**src/core/lpf_defines.vh**
```
// Register map, field positions, reset values and timing counts of the LED frame player.
`ifndef LPF_DEFINES_VH
`define LPF_DEFINES_VH
`define LPF_ADDR_CONFIG        8'h00
`define LPF_ADDR_LED_HI        8'h01
`define LPF_ADDR_LED_LO        8'h02
`define LPF_ADDR_CUR_GAIN      8'h03
`define LPF_ADDR_CHAN_FUNC     8'h04
`define LPF_ADDR_GPIO_DIR      8'h05
`define LPF_ADDR_GPIO_LEVEL    8'h06
`define LPF_ADDR_GPIO_MASK     8'h07
`define LPF_ADDR_GPIO_STATE    8'h08
`define LPF_ADDR_SAMPLE_DIV    8'h09
`define LPF_ADDR_DUTY_FIRST    8'h10
`define LPF_ADDR_DUTY_LAST     8'h1f
`define LPF_ADDR_FRAME_FIRST   8'h20
`define LPF_ADDR_FRAME_LAST    8'haf
`define LPF_ADDR_DUTY_COMMIT   8'hb0
`define LPF_ADDR_FRAME_IVL     8'hb6
`define LPF_ADDR_FIRST_FRAME   8'hb7
`define LPF_COMMIT_KEY         8'h00
`define LPF_FRAME_BYTES        8'h12
`define LPF_RST_CONFIG         8'h80
`define LPF_RST_LED            8'hff
`define LPF_RST_ZERO           8'h00
`define LPF_CFG_SHUTDOWN_BIT   7
`define LPF_CFG_MODE_HI        6
`define LPF_CFG_MODE_LO        5
`define LPF_CFG_AUDIO_MOD_BIT  4
`define LPF_CG_ROLE_BIT        7
`define LPF_CG_CS_HI           6
`define LPF_CG_CS_LO           4
`define LPF_CG_AGC_BIT         3
`define LPF_CG_GAIN_HI         2
`define LPF_CG_GAIN_LO         0
`define LPF_SEL_HI             7
`define LPF_SEL_LO             5
`define LPF_MODE_DIRECT        2'b00
`define LPF_MODE_AUTO          2'b01
`define LPF_MODE_AUDIO         2'b10
`define LPF_CLK_KHZ            10000
`define LPF_SAMPLE_BASE_KHZ    100
`define LPF_SAMPLE_BASE_CYC    (`LPF_CLK_KHZ / `LPF_SAMPLE_BASE_KHZ)
`define LPF_FRAME_DELAY0_US    4870
`define LPF_FRAME_DELAY1_US    9500
`define LPF_FRAME_DELAY0_CYC   (`LPF_FRAME_DELAY0_US * `LPF_CLK_KHZ / 1000)
`define LPF_FRAME_DELAY1_CYC   (`LPF_FRAME_DELAY1_US * `LPF_CLK_KHZ / 1000)
`define LPF_GAIN_STEP_DB       5'h03
`endif

```
**src/core/lpf_frame_player.v**
```verilog
// Sixteen-channel LED PWM engine with frame memory, GPIO upper channels and cascade timing.
//
// Functional notes
// [RL1] Current scale code picks 1.0, 0.75, 0.5, 0.25, 2.0, 1.75, 1.5, 1.25 times reference.
// [RL2] AGC on when agc_enable_n is 0; gain code gives 0 to 21 dB in 3 dB steps.
// [RL3] Function bit 1 makes an upper pin GPIO; lighting settings then skip it.
// [RL4] Direction bit 0 means output, 1 means input; resets to zero.
// [RL5] GPIO output pin is driven at its output-level bit.
// [RL6] Interrupt mask bit 0 enables change interrupt of an input; reset enables all.
// [RL7] State register holds input levels; change_irq_n stays low until the host reads it.
// [RL8] Audio mode samples input at 100 kHz divided by the divisor register.
// [RL9] Channel average current is full scale times duty over 256.
// [RL10] Duty registers at 10h to 1Fh, channel 16 lowest to channel 1 highest.
// [RL11] Frame memory holds eight 18-byte frames from 20h to AFh.
// [RL12] Duty writes go to shadows; writing 00h to B0h commits them.
// [RL13] Frame interval code gives 4.87 ms, 9.5 ms, then doubling up to 608 ms.
// [RL14] First frame code 000 to 111 selects frame 1 to 8.
// [RL15] Auto play runs from start frame to frame 8, wraps to 1, repeats.
// [RL16] Mode 00 drives all channels from active duty registers.
// [RL17] Host makes breathing by rewriting duties and committing each time.
// [RL18] Host steps duties through a 32 or 64 entry gamma table; the host model's gamma_step uses an 8-entry table.
// [RL19] Enabled input change drives change_irq_n low.
// [RL20] Cascade role 0 drives the cascade clock, role 1 follows it as input.
// [RL21] Mode 00 direct, 01 auto play, 10 audio frame, 11 unavailable.
// [RL22] Audio mode shows frame 1 for smallest level up to frame 8 for largest.
// [RL23] Zero divisor stops sampling and holds the current frame.
// [RL24] Frame memory writes show on next display without commit.
`timescale 1ns/1ps
`include "lpf_defines.vh"

module lpf_frame_player #(
  parameter FRAME_DELAY0_CYC = `LPF_FRAME_DELAY0_CYC,
  parameter FRAME_DELAY1_CYC = `LPF_FRAME_DELAY1_CYC,
  parameter CASC_HALF_CYC    = 4
) (
  // Clock and reset.
  input  wire        ref_clk_in,
  input  wire        sys_rst_in,
  // Register port from the serial target.
  input  wire        reg_wr_in,
  input  wire        reg_rd_in,
  input  wire [7:0]  reg_addr_in,
  input  wire [7:0]  reg_wdata_in,
  output reg  [7:0]  reg_rdata_out,
  output reg         reg_rvalid_out,
  // Audio level from the converter.
  input  wire [7:0]  audio_level_in,
  output reg         audio_sample_out,
  output reg         agc_on_out,
  output reg  [4:0]  audio_gain_db_out,
  // Channel drive.
  output reg  [15:0] pwm_out,
  output reg  [3:0]  current_scale_q_out,
  // Upper channel GPIO pins.
  input  wire [7:0]  gpio_in,
  output reg  [7:0]  gpio_out,
  output reg  [7:0]  gpio_oe_out,
  output reg         change_irq_n_out,
  // Cascade clock pin.
  input  wire        casc_clk_in,
  output reg         casc_clk_out,
  output reg         casc_clk_oe_out
);

  ////////////////////////////////////////////////////////////////////////////
  reg [7:0]  config_reg;
  reg [7:0]  led_hi_reg;
  reg [7:0]  led_lo_reg;
  reg [7:0]  cur_gain_reg;
  reg [7:0]  chan_func_reg;
  reg [7:0]  gpio_dir_reg;
  reg [7:0]  gpio_level_reg;
  reg [7:0]  gpio_mask_reg;
  reg [7:0]  gpio_state_reg;
  reg [7:0]  sample_div_reg;
  reg [7:0]  frame_ivl_reg;
  reg [7:0]  first_frame_reg;
  reg [7:0]  shadow_reg [0:15];
  reg [7:0]  duty_reg   [0:15];
  reg [7:0]  frame_mem  [0:143];
  reg        irq_pend_reg;
  integer    i;
  integer    sel_idx;
  integer    ch_idx;

  wire [1:0] mode      = config_reg[`LPF_CFG_MODE_HI:`LPF_CFG_MODE_LO];
  wire       shutdown  = config_reg[`LPF_CFG_SHUTDOWN_BIT];
  wire       slave     = cur_gain_reg[`LPF_CG_ROLE_BIT];
  wire [2:0] cs_sel    = cur_gain_reg[`LPF_CG_CS_HI:`LPF_CG_CS_LO];
  wire [7:0] frame_off = reg_addr_in - `LPF_ADDR_FRAME_FIRST;
  wire [3:0] duty_idx  = reg_addr_in[3:0];
  wire       rd_state  = reg_rd_in && (reg_addr_in == `LPF_ADDR_GPIO_STATE);

  ////////////////////////////////////////////////////////////////////////////
  // Pin synchronisers; the first stage feeds only the second.
  reg [7:0] gpio_s1_reg;
  reg [7:0] gpio_s2_reg;
  reg [7:0] gpio_prev_reg;
  reg       casc_s1_reg;
  reg       casc_s2_reg;
  reg       casc_prev_reg;

  always @(posedge ref_clk_in) begin
    if (sys_rst_in) begin
      gpio_s1_reg   <= 8'h00;
      gpio_s2_reg   <= 8'h00;
      gpio_prev_reg <= 8'h00;
      casc_s1_reg   <= 1'b0;
      casc_s2_reg   <= 1'b0;
      casc_prev_reg <= 1'b0;
    end else begin
      gpio_s1_reg   <= gpio_in;
      gpio_s2_reg   <= gpio_s1_reg;
      gpio_prev_reg <= gpio_s2_reg;
      casc_s1_reg   <= casc_clk_in;
      casc_s2_reg   <= casc_s1_reg;
      casc_prev_reg <= casc_s2_reg;
    end
  end

  ////////////////////////////////////////////////////////////////////////////
  // Register writes.
  always @(posedge ref_clk_in) begin
    if (sys_rst_in) begin
      config_reg      <= `LPF_RST_CONFIG;
      led_hi_reg      <= `LPF_RST_LED;
      led_lo_reg      <= `LPF_RST_LED;
      cur_gain_reg    <= `LPF_RST_ZERO;
      chan_func_reg   <= `LPF_RST_ZERO;
      gpio_dir_reg    <= `LPF_RST_ZERO;
      gpio_level_reg  <= `LPF_RST_ZERO;
      gpio_mask_reg   <= `LPF_RST_ZERO;
      sample_div_reg  <= `LPF_RST_ZERO;
      frame_ivl_reg   <= `LPF_RST_ZERO;
      first_frame_reg <= `LPF_RST_ZERO;
      for (i = 0; i < 16; i = i + 1) begin
        shadow_reg[i] <= `LPF_RST_ZERO;
        duty_reg[i]   <= `LPF_RST_ZERO;
      end
    end else if (reg_wr_in) begin
      case (reg_addr_in)
        `LPF_ADDR_CONFIG:      config_reg      <= reg_wdata_in;
        `LPF_ADDR_LED_HI:      led_hi_reg      <= reg_wdata_in;
        `LPF_ADDR_LED_LO:      led_lo_reg      <= reg_wdata_in;
        `LPF_ADDR_CUR_GAIN:    cur_gain_reg    <= reg_wdata_in;
        `LPF_ADDR_CHAN_FUNC:   chan_func_reg   <= reg_wdata_in;
        `LPF_ADDR_GPIO_DIR:    gpio_dir_reg    <= reg_wdata_in;
        `LPF_ADDR_GPIO_LEVEL:  gpio_level_reg  <= reg_wdata_in;
        `LPF_ADDR_GPIO_MASK:   gpio_mask_reg   <= reg_wdata_in;
        `LPF_ADDR_SAMPLE_DIV:  sample_div_reg  <= reg_wdata_in;
        `LPF_ADDR_FRAME_IVL:   frame_ivl_reg   <= reg_wdata_in;
        `LPF_ADDR_FIRST_FRAME: first_frame_reg <= reg_wdata_in;
        // [RL12] Commit on key.
        `LPF_ADDR_DUTY_COMMIT: begin
          if (reg_wdata_in == `LPF_COMMIT_KEY) begin
            for (i = 0; i < 16; i = i + 1) begin
              duty_reg[i] <= shadow_reg[i];
            end
          end
        end
        default: begin
          // [RL10] Shadow duty bytes.
          if ((reg_addr_in & 8'hf0) == `LPF_ADDR_DUTY_FIRST) begin
            shadow_reg[duty_idx] <= reg_wdata_in;
          end
        end
      endcase
    end
  end

  // Frame memory has no reset; its contents are undefined until the host loads them.
  always @(posedge ref_clk_in) begin
    // [RL11] Frame byte store.
    // [RL24] No commit needed.
    if (reg_wr_in && reg_addr_in >= `LPF_ADDR_FRAME_FIRST && reg_addr_in <= `LPF_ADDR_FRAME_LAST) begin
      frame_mem[frame_off] <= reg_wdata_in;
    end
  end

  ////////////////////////////////////////////////////////////////////////////
  // GPIO, input state and change interrupt.
  wire [7:0] in_pins   = chan_func_reg & gpio_dir_reg;
  wire [7:0] changed   = (gpio_s2_reg ^ gpio_prev_reg) & in_pins & ~gpio_mask_reg;

  always @(posedge ref_clk_in) begin
    if (sys_rst_in) begin
      gpio_state_reg   <= 8'h00;
      irq_pend_reg     <= 1'b0;
      gpio_out         <= 8'h00;
      gpio_oe_out      <= 8'h00;
      change_irq_n_out <= 1'b1;
      reg_rdata_out    <= 8'h00;
      reg_rvalid_out   <= 1'b0;
    end else begin
      // [RL7] Capture input levels.
      gpio_state_reg <= gpio_s2_reg & in_pins;
      // [RL19] Change sets pending; set wins over read clear.
      // [RL6] Mask bit 0 enables.
      if (|changed) begin
        irq_pend_reg <= 1'b1;
      end else if (rd_state) begin
        irq_pend_reg <= 1'b0;
      end
      change_irq_n_out <= ~((|changed) | (irq_pend_reg & ~rd_state));
      // [RL4] Direction per pin.
      // [RL5] Output level.
      gpio_oe_out    <= chan_func_reg & ~gpio_dir_reg;
      gpio_out       <= gpio_level_reg;
      reg_rvalid_out <= reg_rd_in;
      reg_rdata_out  <= rd_state ? gpio_state_reg : 8'h00;
    end
  end

  ////////////////////////////////////////////////////////////////////////////
  // Cascade timing: the master divides its clock, a slave steps on pin edges.
  reg [7:0] casc_div_reg;
  reg       pwm_tick_reg;

  always @(posedge ref_clk_in) begin
    if (sys_rst_in) begin
      casc_div_reg    <= 8'h00;
      casc_clk_out    <= 1'b0;
      casc_clk_oe_out <= 1'b0;
      pwm_tick_reg    <= 1'b0;
    end else begin
      // [RL20] Role selects pin direction.
      casc_clk_oe_out <= ~slave;
      if (casc_div_reg == CASC_HALF_CYC[7:0] - 8'h01) begin
        casc_div_reg <= 8'h00;
        casc_clk_out <= ~casc_clk_out;
      end else begin
        casc_div_reg <= casc_div_reg + 8'h01;
      end
      if (slave) begin
        pwm_tick_reg <= casc_s2_reg & ~casc_prev_reg;
      end else begin
        pwm_tick_reg <= ~casc_clk_out && casc_div_reg == CASC_HALF_CYC[7:0] - 8'h01;
      end
    end
  end

  ////////////////////////////////////////////////////////////////////////////
  // Frame sequencing for auto play and audio modes.
  reg [2:0]  frame_reg;
  reg [23:0] delay_cnt_reg;
  reg [6:0]  base_cnt_reg;
  reg [7:0]  div_cnt_reg;
  reg [1:0]  mode_prev_reg;
  wire [2:0]  frame_delay_sel = frame_ivl_reg[`LPF_SEL_HI:`LPF_SEL_LO];
  wire [23:0] delay_lim = (frame_delay_sel == 3'b000) ? FRAME_DELAY0_CYC[23:0] :
                          (FRAME_DELAY1_CYC[23:0] << (frame_delay_sel - 3'b001));
  wire       base_tick = (base_cnt_reg == `LPF_SAMPLE_BASE_CYC - 1);
  wire       first_wr  = reg_wr_in && reg_addr_in == `LPF_ADDR_FIRST_FRAME;

  always @(posedge ref_clk_in) begin
    if (sys_rst_in) begin
      frame_reg        <= 3'b000;
      delay_cnt_reg    <= 24'h00_0000;
      base_cnt_reg     <= 7'h00;
      div_cnt_reg      <= 8'h00;
      mode_prev_reg    <= `LPF_MODE_DIRECT;
      audio_sample_out <= 1'b0;
    end else begin
      mode_prev_reg    <= mode;
      audio_sample_out <= 1'b0;
      base_cnt_reg     <= base_tick ? 7'h00 : base_cnt_reg + 7'h01;
      if (mode == `LPF_MODE_AUTO) begin
        // [RL14] Start frame on entry.
        if (mode_prev_reg != `LPF_MODE_AUTO || first_wr) begin
          frame_reg     <= first_wr ? reg_wdata_in[`LPF_SEL_HI:`LPF_SEL_LO]
                                    : first_frame_reg[`LPF_SEL_HI:`LPF_SEL_LO];
          delay_cnt_reg <= 24'h00_0000;
        // [RL13] Interval per code.
        end else if (delay_cnt_reg >= delay_lim - 24'h00_0001) begin
          delay_cnt_reg <= 24'h00_0000;
          // [RL15] Wrap eight to one.
          frame_reg     <= frame_reg + 3'b001;
        end else begin
          delay_cnt_reg <= delay_cnt_reg + 24'h00_0001;
        end
      end else if (mode == `LPF_MODE_AUDIO) begin
        // [RL8] Divide the 100 kHz base.
        // [RL23] Zero divisor holds frame.
        if (base_tick && sample_div_reg != 8'h00) begin
          if (div_cnt_reg >= sample_div_reg - 8'h01) begin
            div_cnt_reg      <= 8'h00;
            audio_sample_out <= 1'b1;
            // [RL22] Level picks frame.
            frame_reg        <= audio_level_in[7:5];
          end else begin
            div_cnt_reg <= div_cnt_reg + 8'h01;
          end
        end
      end
    end
  end

  ////////////////////////////////////////////////////////////////////////////
  // Channel duty selection and PWM compare.
  reg [7:0]  pwm_cnt_reg;
  reg [7:0]  sel_duty [0:15];
  reg [15:0] sel_on;
  wire [7:0] frame_base = {1'b0, frame_reg, 4'h0} + {4'h0, frame_reg, 1'b0};

  // [RL16] Direct mode source.
  // [RL21] Mode selects source.
  always @* begin
    for (sel_idx = 0; sel_idx < 16; sel_idx = sel_idx + 1) begin
      if (mode == `LPF_MODE_DIRECT) begin
        sel_duty[sel_idx] = duty_reg[15 - sel_idx];
        sel_on[sel_idx]   = (sel_idx < 8) ? led_lo_reg[sel_idx % 8] : led_hi_reg[sel_idx % 8];
      end else if (mode == `LPF_MODE_AUTO || mode == `LPF_MODE_AUDIO) begin
        sel_duty[sel_idx] = frame_mem[frame_base + 8'h02 + 8'h0f - sel_idx[7:0]];
        sel_on[sel_idx]   = (sel_idx < 8) ? frame_mem[frame_base + 8'h01][sel_idx % 8] :
                                            frame_mem[frame_base][sel_idx % 8];
      end else begin
        sel_duty[sel_idx] = 8'h00;
        sel_on[sel_idx]   = 1'b0;
      end
    end
  end

  always @(posedge ref_clk_in) begin
    if (sys_rst_in) begin
      pwm_cnt_reg         <= 8'h00;
      pwm_out             <= 16'h0000;
      current_scale_q_out <= 4'h4;
      agc_on_out          <= 1'b1;
      audio_gain_db_out   <= 5'h00;
    end else begin
      if (pwm_tick_reg) begin
        pwm_cnt_reg <= pwm_cnt_reg + 8'h01;
      end
      for (ch_idx = 0; ch_idx < 16; ch_idx = ch_idx + 1) begin
        // [RL9] On for duty of 256 steps.
        // [RL3] GPIO pins excluded.
        pwm_out[ch_idx] <= ~shutdown && sel_on[ch_idx] && (pwm_cnt_reg < sel_duty[ch_idx]) &&
                           !(ch_idx >= 8 && chan_func_reg[ch_idx % 8]);
      end
      // [RL1] Scale in quarters.
      case (cs_sel)
        3'b000:  current_scale_q_out <= 4'h4;
        3'b001:  current_scale_q_out <= 4'h3;
        3'b010:  current_scale_q_out <= 4'h2;
        3'b011:  current_scale_q_out <= 4'h1;
        3'b100:  current_scale_q_out <= 4'h8;
        3'b101:  current_scale_q_out <= 4'h7;
        3'b110:  current_scale_q_out <= 4'h6;
        default: current_scale_q_out <= 4'h5;
      endcase
      // [RL2] AGC and gain.
      agc_on_out        <= ~cur_gain_reg[`LPF_CG_AGC_BIT];
      audio_gain_db_out <= `LPF_GAIN_STEP_DB * {2'b00, cur_gain_reg[`LPF_CG_GAIN_HI:`LPF_CG_GAIN_LO]};
    end
  end

endmodule // lpf_frame_player

```
**config.mk**
```make
export PLATFORM = sky130hd
export DESIGN_NAME = lpf_frame_player
export DESIGN_NICKNAME = d
export VERILOG_FILES = /design/src/core/lpf_frame_player.v
export VERILOG_INCLUDE_DIRS = /design/src /design/src/core
export SDC_FILE = /design/constraint.sdc
export NUM_CORES = 2
export LEC_CHECK = 0
export ABC_AREA = 1
export BUFFER_PORTS_ARGS = -buffer_cell sky130_fd_sc_hd__buf_2
export CAP_MARGIN = 40
export CORE_MARGIN = 2
export CORE_UTILIZATION = 30
export DETAILED_ROUTE_END_ITERATION = 6
export PLACE_DENSITY_LB_ADDON = 0.2
export SLEW_MARGIN = 20
export SYNTH_ARGS = -nofsm -noshare
export SYNTH_HDL_FRONTEND = slang
export SYNTH_SLANG_ARGS = --single-unit
```
**constraint.sdc**
```tcl
create_clock -name ref_clk_in -period 8.3 [get_ports ref_clk_in]
set_clock_uncertainty 0.2 [all_clocks]
set_input_delay 0 -clock ref_clk_in [delete_from_list [all_inputs] [get_ports ref_clk_in]]
set_output_delay 0 -clock ref_clk_in [all_outputs]
set_load 0.01 [all_outputs]
```
==> impl_metrics.tcl <==
set metrics [dict create \
    cts_buffers 197 \
    synth-compound-area-share_pct 17.8 \
    clk_latency_ps 960 \
    finalPower_mw 18.4 \
    synth_top_area_share_pct 40.2 \
    post-synth-top-count-cell "nand2_1" \
    maxUsedRoutingLayer "met5" \
    wl_per_cell_um 28.9 \
    area_growth_pct 13.0 \
    cpLargestDelayFamily "adder cells" \
    critPathBufInv 3 \
    largest_reg_flops 1152 \
    ys_warn_count 0 \
    crit_type "register to register" \
    post_cts_resized 0 \
    clk_pin_slew_ps 70 \
    gr-total-overflow 0 \
    maxSlewHeadroom_pct 30.5 \
    dieArea_mm2 0.355 \
    min_path_type "primary input to register" \
    clock-sinks 1633 \
    drt.antenna.violating_nets 0 \
    synth.yosys.seq_area_share_pct 44.5 \
    final_nets 14100 \
    synth_top_family_by_area "simple AND/OR/NAND/NOR gates" \
    dr_wl_met3_mm 54.5 \
    io_buffers 86 \
    crit_fanout 78 \
    dp_hpwl_mm 379 \
    max-vdd-ir-drop_uv 157 \
    mappedNetlistArea_mm2 0.105 \
    ys.flop_type "edfxtp_1" \
    dr_wl_met2_mm 222 \
    vias 104000 \
    die_h_um 596 \
    final.setup.tns_ps 0 \
    timing_hold_violations_final 0 \
    p_seq_share_pct 48.9 \
    synthSimpleGateAreaFrac_pct 25.7 \
    multiInputGateArea_mm2 0.0505 \
    htree_levels 4 \
    rsz0062_at_grt "no" \
    finalCritPeriodShare_pct 80.8 \
    path_common_cell "a21oi_1" \
    startpoint_type "register" \
    cp.arrival_ps 7340 \
    clock_path_buffers 4 \
    finalSetupViolCount 0 \
    clkPwrFrac_pct 48.4 \
    synthMuxAreaShare_pct 1.45 \
    syn_avg_cell_area_um2 7.48 \
    crit_path_end_kind "register" \
    num_rows 217 \
    track_usage_pct 29.2 \
    p_switching_mw 4.23 \
    avgViaCountPerCell 5.60 \
    yosys.area.top_type "edfxtp_1" \
    fillers 37100 \
    drt_wl_total_mm 538 \
    seq_area_mm2 0.0468 \
    ys_top_cells_by_count "4360 x nand2_1, 2238 x o21ai_0, 1408 x edfxtp_1" \
    postSynth.asyncResetShare_pct 0 \
    netSwitchingFraction_pct 22.9 \
    synthAdderAreaFrac_pct 2.14 \
    grt_pass1_vias 92500 \
    r2r_cells 17 \
    p_leak_nw 46.5 \
    ys_ff_latch 1633 \
    worst_pin_slew_ps 1040 \
    synth_cells 14100 \
    wl_met1_mm 219 \
    min_path_cells 3 \
    ys_types 64 \
    outcome "complete, but fails checks" \
    violations "design-rule violations" \
    cts-root-buf "clkbuf_16" \
    ys_top_cells_by_area "edfxtp_1 40%, nand2_1 16%, o21ai_0 11%" \
    fmax_ghz 0.149 \
    antenna_found_initial 31 \
    dr.first_iter.drc_count 14800 \
    synth-xor-area-share_pct 0.519 \
    dieWidth_um 596 \
    cp_slowest_stage_delay_ps 770 \
    initial_utilization_pct 30.1 \
    synth_enable_flop_cells 1408 \
    cp.required_ps 8930 \
    core_mm2 0.349 \
    p_per_area_mw_per_mm2 155 \
    crit_chain "ha_1 -> inv_1 -> ha_4 -> inv_8 -> xor2_4 -> clkinv_1 -> nand3_1 -> nand3_1 -> a31oi_1 -> nor2_1 -> a21oi_1 -> ha_1 -> a21oi_1 -> o21bai_1 -> a211oi_1 -> nand2_1 -> a21oi_1" \
    combPwrFrac_pct 2.8 \
    drive_gt1_share_pct 7.06 \
    internal_power_mw 14.2 \
    grt_pass1_wl_mm 732 \
    syn_nets 14300 \
    maxCapViolCount 0 \
    first_pass_iters 7 \
    fin_crit_ps 6700 \
    gp_congestion 1.02 \
    cp.depth 17 \
    slew_viol_final 0 \
    grt_max_degree 184 \
    cts_tree "built" \
    critPathSlowestCell "ha_4" \
    top_level_ports 92 \
    drc 5 \
]
-- through the flow --
stage                     instances  hold WS, ps  area (µm²)  setup WS (ps)  util [%]
after floorplan               14100         -101      105000           3500         -
after global placement        18100         14.2      110000           1930      31.6
after detailed placement      18200         6.76      111000           1890      31.9
after CTS                     18600         68.9      119000           1850      34.0
after global routing          18600         95.6      119000           1690      34.0
final                         18600          103      119000           1600      34.0
-- metal layers --
layer	GRT usage, %	vias up
met5	0	-
met4	19.5	20
met3	6.15	1127
met2	42.7	5799
met1	38.8	49800
li1	-	47600
-- power by group through the flow --
| stage | Clock [mW] | Sequential [mW] | Combinational [mW] |
|---|---|---|---|
| 2_1_floorplan | 0 | 9.17 | 0.176 |
| 3_3_place_gp | 0 | 9.18 | 0.460 |
| 6_report | 8.92 | 9.01 | 0.509 |
| 5_1_grt | 9.30 | 9.01 | 0.541 |
| 3_5_place_dp | 0 | 9.18 | 0.470 |
| 4_1_cts | 9.01 | 9.01 | 0.504 |
-- kinds of logic (layout without fill, tap and decap cells) --
logic type,after synthesis,in the layout
AOI/OAI and AO/OA,3370,3370
xor gates and xnor gates,52,52
adders and majority gates,179,179
buffers and inverters,2037,1979
DFF,1633,1633
muxes,152,152
other,0,10
and+or+nand+nor,6650,6650
-- worst reg2reg max path: stages (launching register included) --
cell and delay [ps]:
dfxtp_4 710, ha_1 660, inv_1 290, ha_4 770, inv_8 400, xor2_4 640, clkinv_1 610, nand3_1 560
nand3_1 230, a31oi_1 410, nor2_1 80, a21oi_1 150, ha_1 260, a21oi_1 160, o21bai_1 80, a211oi_1 190
nand2_1 80, a21oi_1 130
-- worst paths after layout --
kind | slack, ps | start | to
setup / recovery | 1600 | frame_reg[1] | pwm_out[5]
hold / removal | 100 | reg_wdata_in[3] | frame_mem[24][3]
setup reg to reg | 1600 | frame_reg[1] | pwm_out[5]
hold reg to reg | 200 | gpio_s1_reg[3] | gpio_s2_reg[3]
-- cell type report --
cell class / count / share of cell area [%]
sequential: 1633 / 39.4
antenna: 10 / 0.0211
clock buffer: 249 / 4.53
tap: 4599 / 4.84
clock inverter: 107 / 0.869
inverter: 998 / 3.20
timing repair buffer: 625 / 4.68
multi-input combinational: 10400 / 42.5
-- cell usage in the layout (no fill, tap or decap), types with 169 or more instances in the layout --
cell | Yosys | layout
nand2_1 | 4360 | 4357
o21ai_0 | 2238 | 2237
edfxtp_1 | 1408 | 1408
nand3_1 | 1389 | 1389
inv_1 | 957 | 947
nor2_1 | 781 | 760
a21oi_1 | 376 | 376
buf_4 | 44 | 366
o211ai_1 | 356 | 356
dfxtp_1 | 225 | 218
clkbuf_16 | 0 | 205
ha_1 | 178 | 169
-- timing repair --
item,in CTS,in global routing
hold buffers,75,0
endpoints found under the hold margin,1463,0
setup buffers,0,0
Note: power is estimated with default switching activity, not from simulation.
